## config.mk

```make
export PLATFORM = sky130hd
export DESIGN_NAME = pmolp_top
export DESIGN_NICKNAME = d
export VERILOG_FILES = /design/src/pkg/pmolp_pkg.sv /design/src/hw/pmolp_channel.sv /design/src/hw/pmolp_top.sv
export SDC_FILE = /design/constraint.sdc
export NUM_CORES = 1
export LEC_CHECK = 0
export BUFFER_PORTS_ARGS = -buffer_cell sky130_fd_sc_hd__clkbuf_2
export CAP_MARGIN = 5
export CORE_MARGIN = 2
export CORE_UTILIZATION = 40
export DETAILED_ROUTE_END_ITERATION = 6
export GPL_TIMING_DRIVEN = 0
export PLACE_DENSITY = 0.58
export SLEW_MARGIN = 15
export SYNTH_ARGS = -nofsm -noshare
export SYNTH_HDL_FRONTEND = slang
export SYNTH_HIERARCHICAL = 1
export SYNTH_SLANG_ARGS = --single-unit
```

## constraint.sdc

```tcl
create_clock -name mclk -period 6.2 [get_ports mclk]
set_input_delay 0.62 -clock mclk [delete_from_list [all_inputs] [get_ports mclk]]
set_output_delay 0.62 -clock mclk [all_outputs]
set_load 0.05 [all_outputs]
```

## src/pkg/pmolp_pkg.sv

```systemverilog
// Shared constants and types for the output limit and protection block
package pmolp_pkg;

   // Command codes decoded by this block
   localparam logic [7:0] CMD_FLOOR     = 8'h2B;
   localparam logic [7:0] CMD_FAULT_LIM = 8'h46;
   localparam logic [7:0] CMD_ACTION    = 8'h47;
   localparam logic [7:0] CMD_WARN_LIM  = 8'h4A;

   // Page selector values
   localparam logic [7:0] PAGE_A   = 8'h00;
   localparam logic [7:0] PAGE_B   = 8'h01;
   localparam logic [7:0] PAGE_ALL = 8'hFF;

   // Overcurrent action codes
   localparam logic [7:0] ACT_LATCH = 8'hC0;
   localparam logic [7:0] ACT_RETRY = 8'hFA;

   // Field layout of the floor word and of the linear limit words
   localparam int VID_W    = 8;
   localparam int MAN_W    = 11;
   localparam int MAN_MSB  = 10;
   localparam int EXP_LSB  = 11;
   localparam int EXP_MSB  = 15;
   localparam logic [4:0] LIMIT_EXP = 5'h00;

   // Reset values held until the nonvolatile defaults are loaded
   localparam logic [7:0]  FLOOR_RST  = 8'h00;
   localparam logic [10:0] LIMIT_RST  = 11'h000;
   localparam logic [7:0]  ACTION_RST = 8'hC0;
   localparam logic [7:0]  VOUT_RST   = 8'h00;

   // Enable source selection bits
   localparam int ONOFF_PIN_BIT = 0;
   localparam int ONOFF_OP_BIT  = 1;

   // Alert mask bit positions
   localparam int MASK_VMIN    = 0;
   localparam int MASK_OCWARN  = 1;
   localparam int MASK_OCFAULT = 2;

   // Restart delay after an overcurrent shutdown
   localparam int unsigned CLK_PERIOD_NS = 20;
   localparam int unsigned RETRY_TIME_NS = 20000000;
   localparam int unsigned RETRY_CYCLES  = RETRY_TIME_NS / CLK_PERIOD_NS;

   // Per channel power state
   typedef enum logic [1:0]
   {
      CH_OFF     = 2'b00,
      CH_RUN     = 2'b01,
      CH_LATCHED = 2'b10,
      CH_RETRY   = 2'b11
   } pmolp_state_type;

endpackage

```

## src/hw/pmolp_channel.sv

```systemverilog
// One channel of overcurrent detection with latch-off and retry handling
`timescale 1ns/10ps
module pmolp_channel
#(
   parameter int unsigned RetryCycles = pmolp_pkg::RETRY_CYCLES
)
(
   input  wire logic        mclk,
   input  wire logic        rst,
   input  wire logic        enabled,
   input  wire logic [10:0] outputCurrent,
   input  wire logic [10:0] faultLimit,
   input  wire logic [10:0] warnLimit,
   input  wire logic [7:0]  actionCode,
   output logic             running,
   output logic             warnActive,
   output logic             faultEvent
);
   import pmolp_pkg::*;

   pmolp_state_type state_reg;
   logic [31:0]     retryCount_reg;
   logic            overFault;

   // Limits are signed mantissas with a unit step
   assign overFault  = $signed(outputCurrent) >= $signed(faultLimit);
   assign warnActive = $signed(outputCurrent) >= $signed(warnLimit);
   assign running    = (state_reg == CH_RUN);
   assign faultEvent = (state_reg == CH_RUN) && enabled && overFault;

   // Channel state; dropping the enable always leaves latch or retry
   always_ff @(posedge mclk or posedge rst)
   begin
      if (rst)
      begin
         state_reg <= CH_OFF;
      end
      else if (!enabled)
      begin
         state_reg <= CH_OFF;
      end
      else
      begin
         case (state_reg)
            CH_OFF:
               state_reg <= CH_RUN;
            CH_RUN:
               if (overFault)
               begin
                  // Unknown codes latch off, the safe choice
                  if (actionCode == ACT_RETRY)
                     state_reg <= CH_RETRY;
                  else
                     state_reg <= CH_LATCHED;
               end
            CH_LATCHED:
               state_reg <= CH_LATCHED;
            CH_RETRY:
               if (retryCount_reg == 32'(RetryCycles - 1))
                  state_reg <= CH_RUN;
            default:
               state_reg <= CH_OFF;
         endcase
      end
   end

   // Restart delay counter, only counts while waiting to retry
   always_ff @(posedge mclk or posedge rst)
   begin
      if (rst)
         retryCount_reg <= 32'h00000000;
      else if (state_reg == CH_RETRY && enabled)
         retryCount_reg <= retryCount_reg + 32'h00000001;
      else
         retryCount_reg <= 32'h00000000;
   end

endmodule

```

## src/hw/pmolp_top.sv

```systemverilog
// Output voltage floor, overcurrent limits and status for two channels
`timescale 1ns/10ps

module pmolp_top
#(
   parameter int unsigned RetryCycles = pmolp_pkg::RETRY_CYCLES
)
(
   input  wire logic             mclk,
   input  wire logic             rst,
   input  wire logic             cmdValid,
   input  wire logic             cmdWrite,
   input  wire logic             cmdIsWord,
   input  wire logic [7:0]       cmdCode,
   input  wire logic [7:0]       cmdPage,
   input  wire logic [15:0]      cmdWriteData,
   output logic      [15:0]      cmdReadData,
   output logic                  cmdReadValid,
   output logic                  cmdError,
   input  wire logic             clearFaults,
   input  wire logic             restoreDefaults,
   input  wire logic [1:0][7:0]  floorNvm,
   input  wire logic [7:0]       actionNvm,
   input  wire logic [1:0][10:0] maxCurrentCfg,
   input  wire logic [1:0][7:0]  voutRequest,
   input  wire logic [1:0]       voutRequestValid,
   output logic      [1:0][7:0]  voutCommand,
   input  wire logic [1:0][10:0] outputCurrent,
   input  wire logic [1:0]       channelEnablePins,
   input  wire logic [1:0]       operationOn,
   input  wire logic [1:0]       onOffConfig,
   input  wire logic [2:0]       alertMask,
   output logic      [1:0]       statusByteOther,
   output logic      [1:0]       statusByteOcFault,
   output logic      [1:0]       statusWordVout,
   output logic      [1:0]       statusWordIout,
   output logic      [1:0]       statusVoutMinWarn,
   output logic      [1:0]       statusIoutOcWarn,
   output logic      [1:0]       statusIoutOcFault,
   output logic      [1:0]       channelRun,
   output logic                  alertPinOut,
   output logic                  alertPinOe
);
   import pmolp_pkg::*;

   // Programmable registers
   logic [1:0][7:0]  floor_reg;
   logic [1:0][10:0] faultLim_reg;
   logic [1:0][10:0] warnLim_reg;
   logic [7:0]       action_reg;
   logic             loadPend_reg;
   logic             loadNow;

   // Pin synchronisers and sticky status
   logic [1:0] pinMeta_reg;
   logic [1:0] pinSync_reg;
   logic [1:0] vminFlag_reg;
   logic [1:0] ocWarnFlag_reg;
   logic [1:0] ocFaultFlag_reg;
   logic       alert_reg;

   // Command decode
   logic [1:0] pageHit;
   logic       pageOk;
   logic       isPaged;
   logic       isByteCmd;
   logic       accessOk;
   logic [1:0] writeCh;
   logic       writeAction;

   // Per channel events
   logic [1:0] clampEvent;
   logic [1:0] warnActive;
   logic [1:0] faultEvent;
   logic [1:0] chEnabled;
   logic [1:0][10:0] faultDefault;

   // Page decode: FFh reaches both channels at once
   assign pageHit[0] = (cmdPage == PAGE_A) || (cmdPage == PAGE_ALL);
   assign pageHit[1] = (cmdPage == PAGE_B) || (cmdPage == PAGE_ALL);
   assign pageOk     = |pageHit;

   // Word commands are paged, the action byte is not
   assign isPaged   = (cmdCode == CMD_FLOOR) || (cmdCode == CMD_FAULT_LIM) ||
                      (cmdCode == CMD_WARN_LIM);
   assign isByteCmd = (cmdCode == CMD_ACTION);

   // Wrong transaction size or a bad page refuses the access
   assign accessOk = cmdValid &&
                     ((isPaged && cmdIsWord && pageOk) ||
                      (isByteCmd && !cmdIsWord));
   assign writeCh     = {2{accessOk && cmdWrite && isPaged}} & pageHit;
   assign writeAction = accessOk && cmdWrite && isByteCmd;

   // Defaults are loaded one edge after reset release or on restore
   assign loadNow = loadPend_reg || restoreDefaults;

   always_ff @(posedge mclk or posedge rst)
   begin
      if (rst)
         loadPend_reg <= 1'b1;
      else
         loadPend_reg <= 1'b0;
   end

   // Default fault limit is max plus half of max, kept at mantissa width
   genvar gc;
   generate
      for (gc = 0; gc < 2; gc++)
      begin : g_def
         logic [11:0] sum;
         assign sum = {1'b0, maxCurrentCfg[gc]} +
                      {2'b00, maxCurrentCfg[gc][10:1]};
         assign faultDefault[gc] = sum[10:0];
      end
   endgenerate

   // Floor registers; defaults win over a host write in the same cycle
   always_ff @(posedge mclk or posedge rst)
   begin
      if (rst)
         floor_reg <= {2{FLOOR_RST}};
      else
         for (int c = 0; c < 2; c++)
         begin
            if (loadNow)
               floor_reg[c] <= floorNvm[c];
            else if (writeCh[c] && cmdCode == CMD_FLOOR)
               floor_reg[c] <= cmdWriteData[VID_W-1:0];
         end
   end

   // Limit registers; exponent is not stored, always zero
   always_ff @(posedge mclk or posedge rst)
   begin
      if (rst)
      begin
         faultLim_reg <= {2{LIMIT_RST}};
         warnLim_reg  <= {2{LIMIT_RST}};
      end
      else
         for (int c = 0; c < 2; c++)
         begin
            if (loadNow)
            begin
               faultLim_reg[c] <= faultDefault[c];
               warnLim_reg[c]  <= maxCurrentCfg[c];
            end
            else if (writeCh[c] && cmdCode == CMD_FAULT_LIM)
               faultLim_reg[c] <= cmdWriteData[MAN_MSB:0];
            else if (writeCh[c] && cmdCode == CMD_WARN_LIM)
               warnLim_reg[c] <= cmdWriteData[MAN_MSB:0];
         end
   end

   // Shared action byte
   always_ff @(posedge mclk or posedge rst)
   begin
      if (rst)
         action_reg <= ACTION_RST;
      else if (loadNow)
         action_reg <= actionNvm;
      else if (writeAction)
         action_reg <= cmdWriteData[7:0];
   end

   // Read answer one cycle after the request; FFh reads channel A
   always_ff @(posedge mclk or posedge rst)
   begin
      if (rst)
      begin
         cmdReadData  <= 16'h0000;
         cmdReadValid <= 1'b0;
         cmdError     <= 1'b0;
      end
      else
      begin
         cmdReadValid <= accessOk && !cmdWrite;
         cmdError     <= cmdValid && !accessOk;
         if (accessOk && !cmdWrite)
         begin
            case (cmdCode)
               CMD_FLOOR:
                  cmdReadData <= {8'h00,
                                  floor_reg[pageHit[0] ? 0 : 1]};
               CMD_FAULT_LIM:
                  cmdReadData <= {LIMIT_EXP,
                                  faultLim_reg[pageHit[0] ? 0 : 1]};
               CMD_WARN_LIM:
                  cmdReadData <= {LIMIT_EXP,
                                  warnLim_reg[pageHit[0] ? 0 : 1]};
               CMD_ACTION:
                  cmdReadData <= {8'h00, action_reg};
               default:
                  cmdReadData <= 16'h0000;
            endcase
         end
      end
   end

   // Enable pins arrive from outside, two stages before use
   always_ff @(posedge mclk or posedge rst)
   begin
      if (rst)
      begin
         pinMeta_reg <= 2'b00;
         pinSync_reg <= 2'b00;
      end
      else
      begin
         pinMeta_reg <= channelEnablePins;
         pinSync_reg <= pinMeta_reg;
      end
   end

   // Enable is the AND of the sources that the configuration selects
   assign chEnabled =
      ({2{!onOffConfig[ONOFF_PIN_BIT]}} | pinSync_reg) &
      ({2{!onOffConfig[ONOFF_OP_BIT]}} | operationOn);

   // Voltage command clamp; a raised floor also pulls the command up
   always_comb
   begin
      for (int c = 0; c < 2; c++)
         clampEvent[c] = (voutRequestValid[c] &&
                          voutRequest[c] < floor_reg[c]) ||
                         (voutCommand[c] < floor_reg[c]);
   end

   always_ff @(posedge mclk or posedge rst)
   begin
      if (rst)
         voutCommand <= {2{VOUT_RST}};
      else
         for (int c = 0; c < 2; c++)
         begin
            if (clampEvent[c])
               voutCommand[c] <= floor_reg[c];
            else if (voutRequestValid[c])
               voutCommand[c] <= voutRequest[c];
         end
   end

   // Protection channels, each shuts down only itself
   generate
      for (gc = 0; gc < 2; gc++)
      begin : g_ch
         pmolp_channel
         #(
            .RetryCycles (RetryCycles)
         )
         u_channel
         (
            .mclk          (mclk),
            .rst           (rst),
            .enabled       (chEnabled[gc]),
            .outputCurrent (outputCurrent[gc]),
            .faultLimit    (faultLim_reg[gc]),
            .warnLimit     (warnLim_reg[gc]),
            .actionCode    (action_reg),
            .running       (channelRun[gc]),
            .warnActive    (warnActive[gc]),
            .faultEvent    (faultEvent[gc])
         );
      end
   endgenerate

   // Sticky flags; a new event wins over clear-faults in the same cycle
   always_ff @(posedge mclk or posedge rst)
   begin
      if (rst)
      begin
         vminFlag_reg    <= 2'b00;
         ocWarnFlag_reg  <= 2'b00;
         ocFaultFlag_reg <= 2'b00;
      end
      else
      begin
         vminFlag_reg    <= clampEvent |
                            (vminFlag_reg & {2{!clearFaults}});
         // Limits still hold zero in the load cycle, so no warning then
         ocWarnFlag_reg  <= (warnActive & {2{!loadPend_reg}}) |
                            (ocWarnFlag_reg & {2{!clearFaults}});
         ocFaultFlag_reg <= faultEvent |
                            (ocFaultFlag_reg & {2{!clearFaults}});
      end
   end

   // Summary status bits derived from the sticky flags
   assign statusVoutMinWarn = vminFlag_reg;
   assign statusIoutOcWarn  = ocWarnFlag_reg;
   assign statusIoutOcFault = ocFaultFlag_reg;
   assign statusByteOther   = vminFlag_reg | ocWarnFlag_reg;
   assign statusByteOcFault = ocFaultFlag_reg;
   assign statusWordVout    = vminFlag_reg;
   assign statusWordIout    = ocWarnFlag_reg | ocFaultFlag_reg;

   // Alert follows unmasked flags; released once all are cleared
   always_ff @(posedge mclk or posedge rst)
   begin
      if (rst)
         alert_reg <= 1'b0;
      else
         alert_reg <= (|vminFlag_reg && !alertMask[MASK_VMIN]) ||
                      (|ocWarnFlag_reg && !alertMask[MASK_OCWARN]) ||
                      (|ocFaultFlag_reg &&
                       !alertMask[MASK_OCFAULT]);
   end

   // Open-drain alert: pull low while asserted, otherwise released
   assign alertPinOut = 1'b0;
   assign alertPinOe  = alert_reg;

endmodule

```

==> run summary, run 1 <==
Nets: 1678
CP startpoint kind: primary input
Inst Count DP: 1807
Skew final: 12.6 ps
Sinks on Clock Net: 177
Leakage: 6.82 nW
Worst rel slew slack: 44.2%
EDFF count, synth: 0
Routed Antenna Nets: 0
Final min period: 2740 ps
Die width: 176 um
TritonCTS clock tree: built
Final WL: 33900 um
First-pass GRT wire length: 53000 um
DR WL met2: 15300 um
CP arrival: 3040 ps
Routed via count: 9961
Slew Limit Fails: 0
Synthesized area per cell: 9.47 um^2
Post-CTS setup buffer count: 0
Top cell type by total area after synthesis: dfrtp_1
Outcome: finished clean
Area share of the largest cell type after synthesis: 36.9%
Largest net degree at the start of global routing: 83
Maximum vdd drop: 0.216 mV
Port Buf Inserts: 172
Synth warnings: 6
Synth Flop Type: dfrtp_1
Final hold violations: 0
Crit path cell chain: clkbuf_2, nor4bb_1, nand4b_1, clkinv_1, a31oi_1, clkbuf_1, a211oi_1, a21oi_1
Area Growth Syn to Fin: 16.8%
Ports: 186
Total Routing Usage GR: 22.2%
GPL Wtd Cong: 0.857
Clock slew at reported path FFs: 70 ps
Setup WS post-layout: 3460 ps
Layout cells sized above 1: 18.6%
Final Setup Violations: 0
Synthesized area: 11800 um^2
Crit path from: cmdCode[4]
Crit end category: register
Global route overflow: 0
Yosys cell types: 81
Initial Utilization: 40.8%
CTS root buf: clkbuf_16
Pre-antenna DRT Iters: 5
Non-Filler Instances: 1839
Initial antenna violation count: 2
CTS Buffer Depth: 2
Register-to-Register Path Depth: 7
Seq cells post-synth: 177
WP data required: 6500 ps
Crit Path Category: in2reg
Synth Instances: 1244
Die footprint: 30900 um^2
Clock Latency Late Sink: 430 ps
Num rows: 62
Detailed Place HPWL: 26900 um
Setup Slack @ Placement: 2980 ps
Post-CTS sizing: 0
Max-cap violations: 0
Routed len/inst: 18.5 um
Pwr per Cell Area: 262 nW/um^2
Core ar.: 28900 um^2
Seq/Total Area, Yosys: 37.6%
Wire length on met1: 16300 um
Async SR Flop Fraction: 100%
Fmax: 0.365 GHz
Reg-to-reg critical path startpoint: floor_reg[4]
Critical Path End: floor_reg[1]
Hold buffers post-CTS: 0
CP Max Fanout: 10
Largest cells by area after synthesis: dfrtp_1, ha_1, mux2i_1
Die height: 176 um
DR iter-0 viols: 673
Final Cycle Share: 44.2%
Highest metal used: met5
Vias in the first global route: 9478
Met3 Routed Length: 1590 um
Vias/cell: 5.42
Max incr delay on CP: 660 ps
H-tree levels: 4
Worst min-delay path class: in2async
Number of remaining DRC errors: 0
RSZ-0062 raised after global routing: no
CTS Buf Count: 17
Worst R2R End: voutCommand[0]
Reg2reg setup slack: 3660 ps
Crit-path slowest cell: nor4bb_1
Fill count: 2838
Setup_tns: 0 ps
Max reg flops: 64
Worst-Margin Slew: 838 ps
Final hold slack: 193 ps
-- kinds of logic after synthesis --
logic type / count (synthesis) / share of synthesized area [%]
fa+ha+maj: 102 / 11.0
other cells: 1 / 0.0318
buf+inv: 145 / 5.27
flops: 177 / 37.6
mux: 98 / 8.38
xor+xnor: 63 / 4.68
compound gates: 269 / 14.8
simple gates: 389 / 18.3
-- worst max-delay path, delay by kind of cell --
family	cells	cell delay [ps]
buffers and inverters	3	710
AND/OR/NAND/NOR	2	1090
AO/OA/AOI/OAI	3	610
-- placed cells by master (no fill, tap or decap), types with 35 or more instances in the layout --
cell      synthesis  final
clkbuf_2          0    172
inv_1            92     89
mux2i_1          93     93
nor2_1          100    100
dfrtp_1         174    174
nand3_1          35     35
ha_1            100    100
nand2_1          84     84
o21ai_0          73     73
a21oi_1          62     62
-- per-layer routing --
layer | vias up | track usage [%]
met4 | 2 | 5.82
met1 | 4811 | 31.7
met5 | - | 0
li1 | 4863 | -
met2 | 249 | 34.8
met3 | 36 | 3.83
-- synth_stat cells, types with 4 or more instances --
| library cell | n |
|---|---|
| a211oi_1 | 19 |
| a21o_1 | 8 |
| a21oi_1 | 62 |
| a221o_1 | 19 |
| a31oi_1 | 15 |
| a32oi_1 | 8 |
| and2_1 | 11 |
| and3_1 | 17 |
| and4_1 | 7 |
| buf_2 | 7 |
| buf_4 | 10 |
| buf_6 | 4 |
| clkbuf_1 | 29 |
| dfrtp_1 | 174 |
| ha_1 | 100 |
| inv_1 | 92 |
| mux2_2 | 5 |
| mux2i_1 | 93 |
| nand2_1 | 84 |
| nand2b_1 | 9 |
| nand3_1 | 35 |
| nand4_1 | 15 |
| nand4_2 | 6 |
| nor2_1 | 100 |
| nor2b_1 | 18 |
| nor3_1 | 11 |
| nor3b_1 | 5 |
| nor4_1 | 11 |
| nor4_4 | 4 |
| nor4b_1 | 4 |
| nor4bb_1 | 5 |
| o21a_1 | 7 |
| o21ai_0 | 73 |
| o21ai_1 | 18 |
| o22ai_1 | 5 |
| or2_2 | 7 |
| or3_1 | 13 |
| xnor2_1 | 31 |
| xor2_1 | 32 |
-- metrics by stage --
stage	total power (W)	cell area [um^2]	util (%)
finish	0.00360	13800	47.7
CTS	0.00363	13800	47.7
detailed placement	0.00253	13200	45.7
floorplan	0.00219	11800	-
global route	0.00380	13800	47.7
global placement	0.00251	13200	45.6
-- where the power goes --
group          internal, W  switching [W]
combinational     0.000389       0.000711
clock             0.000608       0.000482
sequential         0.00127       0.000139
-- worst min-delay path by stage --
stage / start / end / slack (ps) / cells after the start
floorplan: pinMeta_reg[0] / pinSync_reg[0] / 330 / 0
global placement: pinMeta_reg[0] / pinSync_reg[0] / 340 / 0
detailed placement: pinMeta_reg[0] / pinSync_reg[0] / 340 / 0
CTS: rst / pinSync_reg[1] / 180 / 2
global route: rst / pinSync_reg[1] / 200 / 2
finish: rst / pinSync_reg[1] / 190 / 2
-- final cells by class --
class / instances / area (um^2) / area share [%]
multi-input cells: 928 / 6760 / 49.1
flip-flops and latches: 177 / 4430 / 32.2
well taps: 384 / 480 / 3.49
inverters: 94 / 358 / 2.60
plain buffers: 51 / 268 / 1.95
diodes: 1 / 2.50 / 0.0182
clock inverters: 11 / 131 / 0.955
clock buffers: 20 / 447 / 3.25
repair buffers: 173 / 888 / 6.45
(Power assumes the default switching activity.)
==> inputs of run 2 (changes only) <==
Settings changed: PLACE_DENSITY 0.58 to 0.6.
Clock period 6.2 ns to 2.4 ns, I/O delays scaled along.
==> run 2 against run 1 <==
Power rose to 2.6 times the previous value; die area did not move; largest cell class unchanged; global-route usage fell by 0.30 points; critical path depth did not move; critical path type unchanged; non-clock buffer count rose by 6; setup slack got worse by 3400 ps; hold slack got worse by 180 ps; routed wire length fell by 0.99%; first-iteration DRC count rose by 26%; sequential cell count did not move.
==> run summary, run 2 (same netlist as run 1, synthesis figures left out) <==
Outcome: finished clean
Area occupied by multi-input gates: 6790 um^2
Final Setup Violations: 0
Sinks on Clock Net: 177
Reg-to-reg critical path startpoint: faultLim_reg[10]
Maximum vdd drop: 0.540 mV
Final hold violations: 0
CP startpoint kind: primary input
Pre-antenna DRT Iters: 5
Routed via count: 9837
Core ar.: 28900 um^2
GPL Wtd Cong: 0.900
Setup WS post-layout: 54.0 ps
Detailed Place HPWL: 26700 um
Leakage: 6.85 nW
Num rows: 62
Hold path cells: 3
Worst path buffer plus inverter count: 3
Routed Antenna Nets: 0
CTS Buf Count: 17
Total power: 0.00923 W
CTS root buf: clkbuf_16
Crit path from: cmdCode[4]
Global route overflow: 0
Most common cell after layout, fill and taps aside: dfrtp_1
Final Cycle Share: 97.8%
Initial antenna violation count: 3
Post-CTS setup buffer count: 0
H-tree levels: 4
Reg2reg setup slack: 120 ps
Die footprint: 30900 um^2
Worst min-delay path class: in2reg
CTS Buffer Depth: 2
Final WL: 33600 um
CP Max Fanout: 10
Max reg flops: 64
Skew final: 14.9 ps
Die width: 176 um
Port Buf Inserts: 172
Critical Path End: floor_reg[1]
Nets: 1684
Crit path depth: 8
TritonCTS clock tree: built
Total Routing Usage GR: 21.9%
Final min period: 2350 ps
Vias in the first global route: 9513
Fill count: 2787
WP data required: 2700 ps
Storage cell area: 4430 um^2
Worst R2R End: g_ch[0].u_channel/state_reg[1]
Crit end category: register
Routed len/inst: 18.2 um
Largest net degree at the start of global routing: 35
CP arrival: 2650 ps
Crit path cell chain: clkbuf_2, nor4bb_1, nand4b_1, clkinv_1, a31oi_1, clkbuf_1, a211oi_1, a21oi_1
Max-cap violations: 0
Pwr per Cell Area: 666 nW/um^2
Worst rel slew slack: 46.2%
Clock slew at reported path FFs: 70 ps
Die height: 176 um
Area Growth Syn to Fin: 17.5%
Top delay family on crit path: simple AND/OR/NAND/NOR gates
Slew Limit Fails: 0
DR iter-0 viols: 850
Number of remaining DRC errors: 0
Crit-path slowest cell: nor4bb_1
Vias/cell: 5.33
Initial Utilization: 40.8%
Ports: 186
Crit Path Category: in2reg
Most frequent cells in the layout: dfrtp_1, clkbuf_2, ha_1
First-pass GRT wire length: 52400 um
Register-to-Register Path Depth: 8
Setup Slack @ Placement: -346 ps
Fmax: 0.426 GHz
Clock Latency Late Sink: 430 ps
Worst-Margin Slew: 807 ps
Layout cells sized above 1: 19.0%
Max incr delay on CP: 690 ps
RSZ-0062 raised after global routing: no
Util after Layout: 48.0%
==> run 2: cell count changes in the layout (fill, tap and decap cells not counted), moves of 2 or more <==
cell and change:
dlygate4sd3_1 +4, clkbuf_1 +2, buf_12 +3, a211oi_2 +3, a211oi_1 -3, clkinvlp_4 +2
==> run 2: report_power, final <==
| group | internal (W) | switching (W) |
|---|---|---|
| Clock | 0.00147 | 0.00121 |
| Combinational | 0.00104 | 0.00187 |
| Sequential | 0.00329 | 0.000348 |
==> run 2: final cells by class <==
type / count / share of cell area [%]
clock buffer: 22 / 3.28
inverter: 94 / 2.57
clock inverter: 10 / 0.732
multi-input combinational: 928 / 49.0
timing repair buffer: 179 / 6.94
antenna: 2 / 0.0361
buffer: 51 / 1.99
sequential: 177 / 32.0
tap: 384 / 3.47
==> run 2: how the worst min path moves through the flow <==
| stage | slack [ps] | startpoint | to |
|---|---|---|---|
| finish | 10 | floorNvm[11] | floor_reg[11] |
| global route | 20 | floorNvm[11] | floor_reg[11] |
| CTS | 0.2 | floorNvm[11] | floor_reg[11] |
| detailed placement | 340 | pinMeta_reg[0] | pinSync_reg[0] |
| global placement | 340 | pinMeta_reg[0] | pinSync_reg[0] |
| floorplan | 270 | channelEnablePins[0] | pinMeta_reg[0] |
==> run 2: stage by stage <==
stage                     instances  hold WS, ps  instance area, um^2  setup TNS, ps
after global placement         1806          338                13200         -19860
after floorplan                1250          271                11800              0
after CTS                      1845        0.213                13800              0
after detailed placement       1809          339                13200         -13450
after global routing           1847         21.8                13900              0
final                          1847         12.2                13900              0
==> run 2: metal layers <==
| metal | vias to the layer above | routed length (um) | track usage, % |
|---|---|---|---|
| li1 | 4860 | - | - |
| met2 | 250 | 15600 | 35.6 |
| met5 | - | 13 | 0 |
| met4 | 2 | 554 | 5.13 |
| met3 | 31 | 1550 | 3.51 |
| met1 | 4694 | 15900 | 30.6 |
==> run 2: repair_timing <==
item	CTS	global route
setup endpoints to repair	0	10
gates resized for setup	0	10
hold endpoints to repair	52	0
hold buffers	4	0
==> run 2: worst min-delay path, cell delays in order <==
cell and delay [ps]:
clkbuf_2 80, nand2_1 40, o21ai_0 60
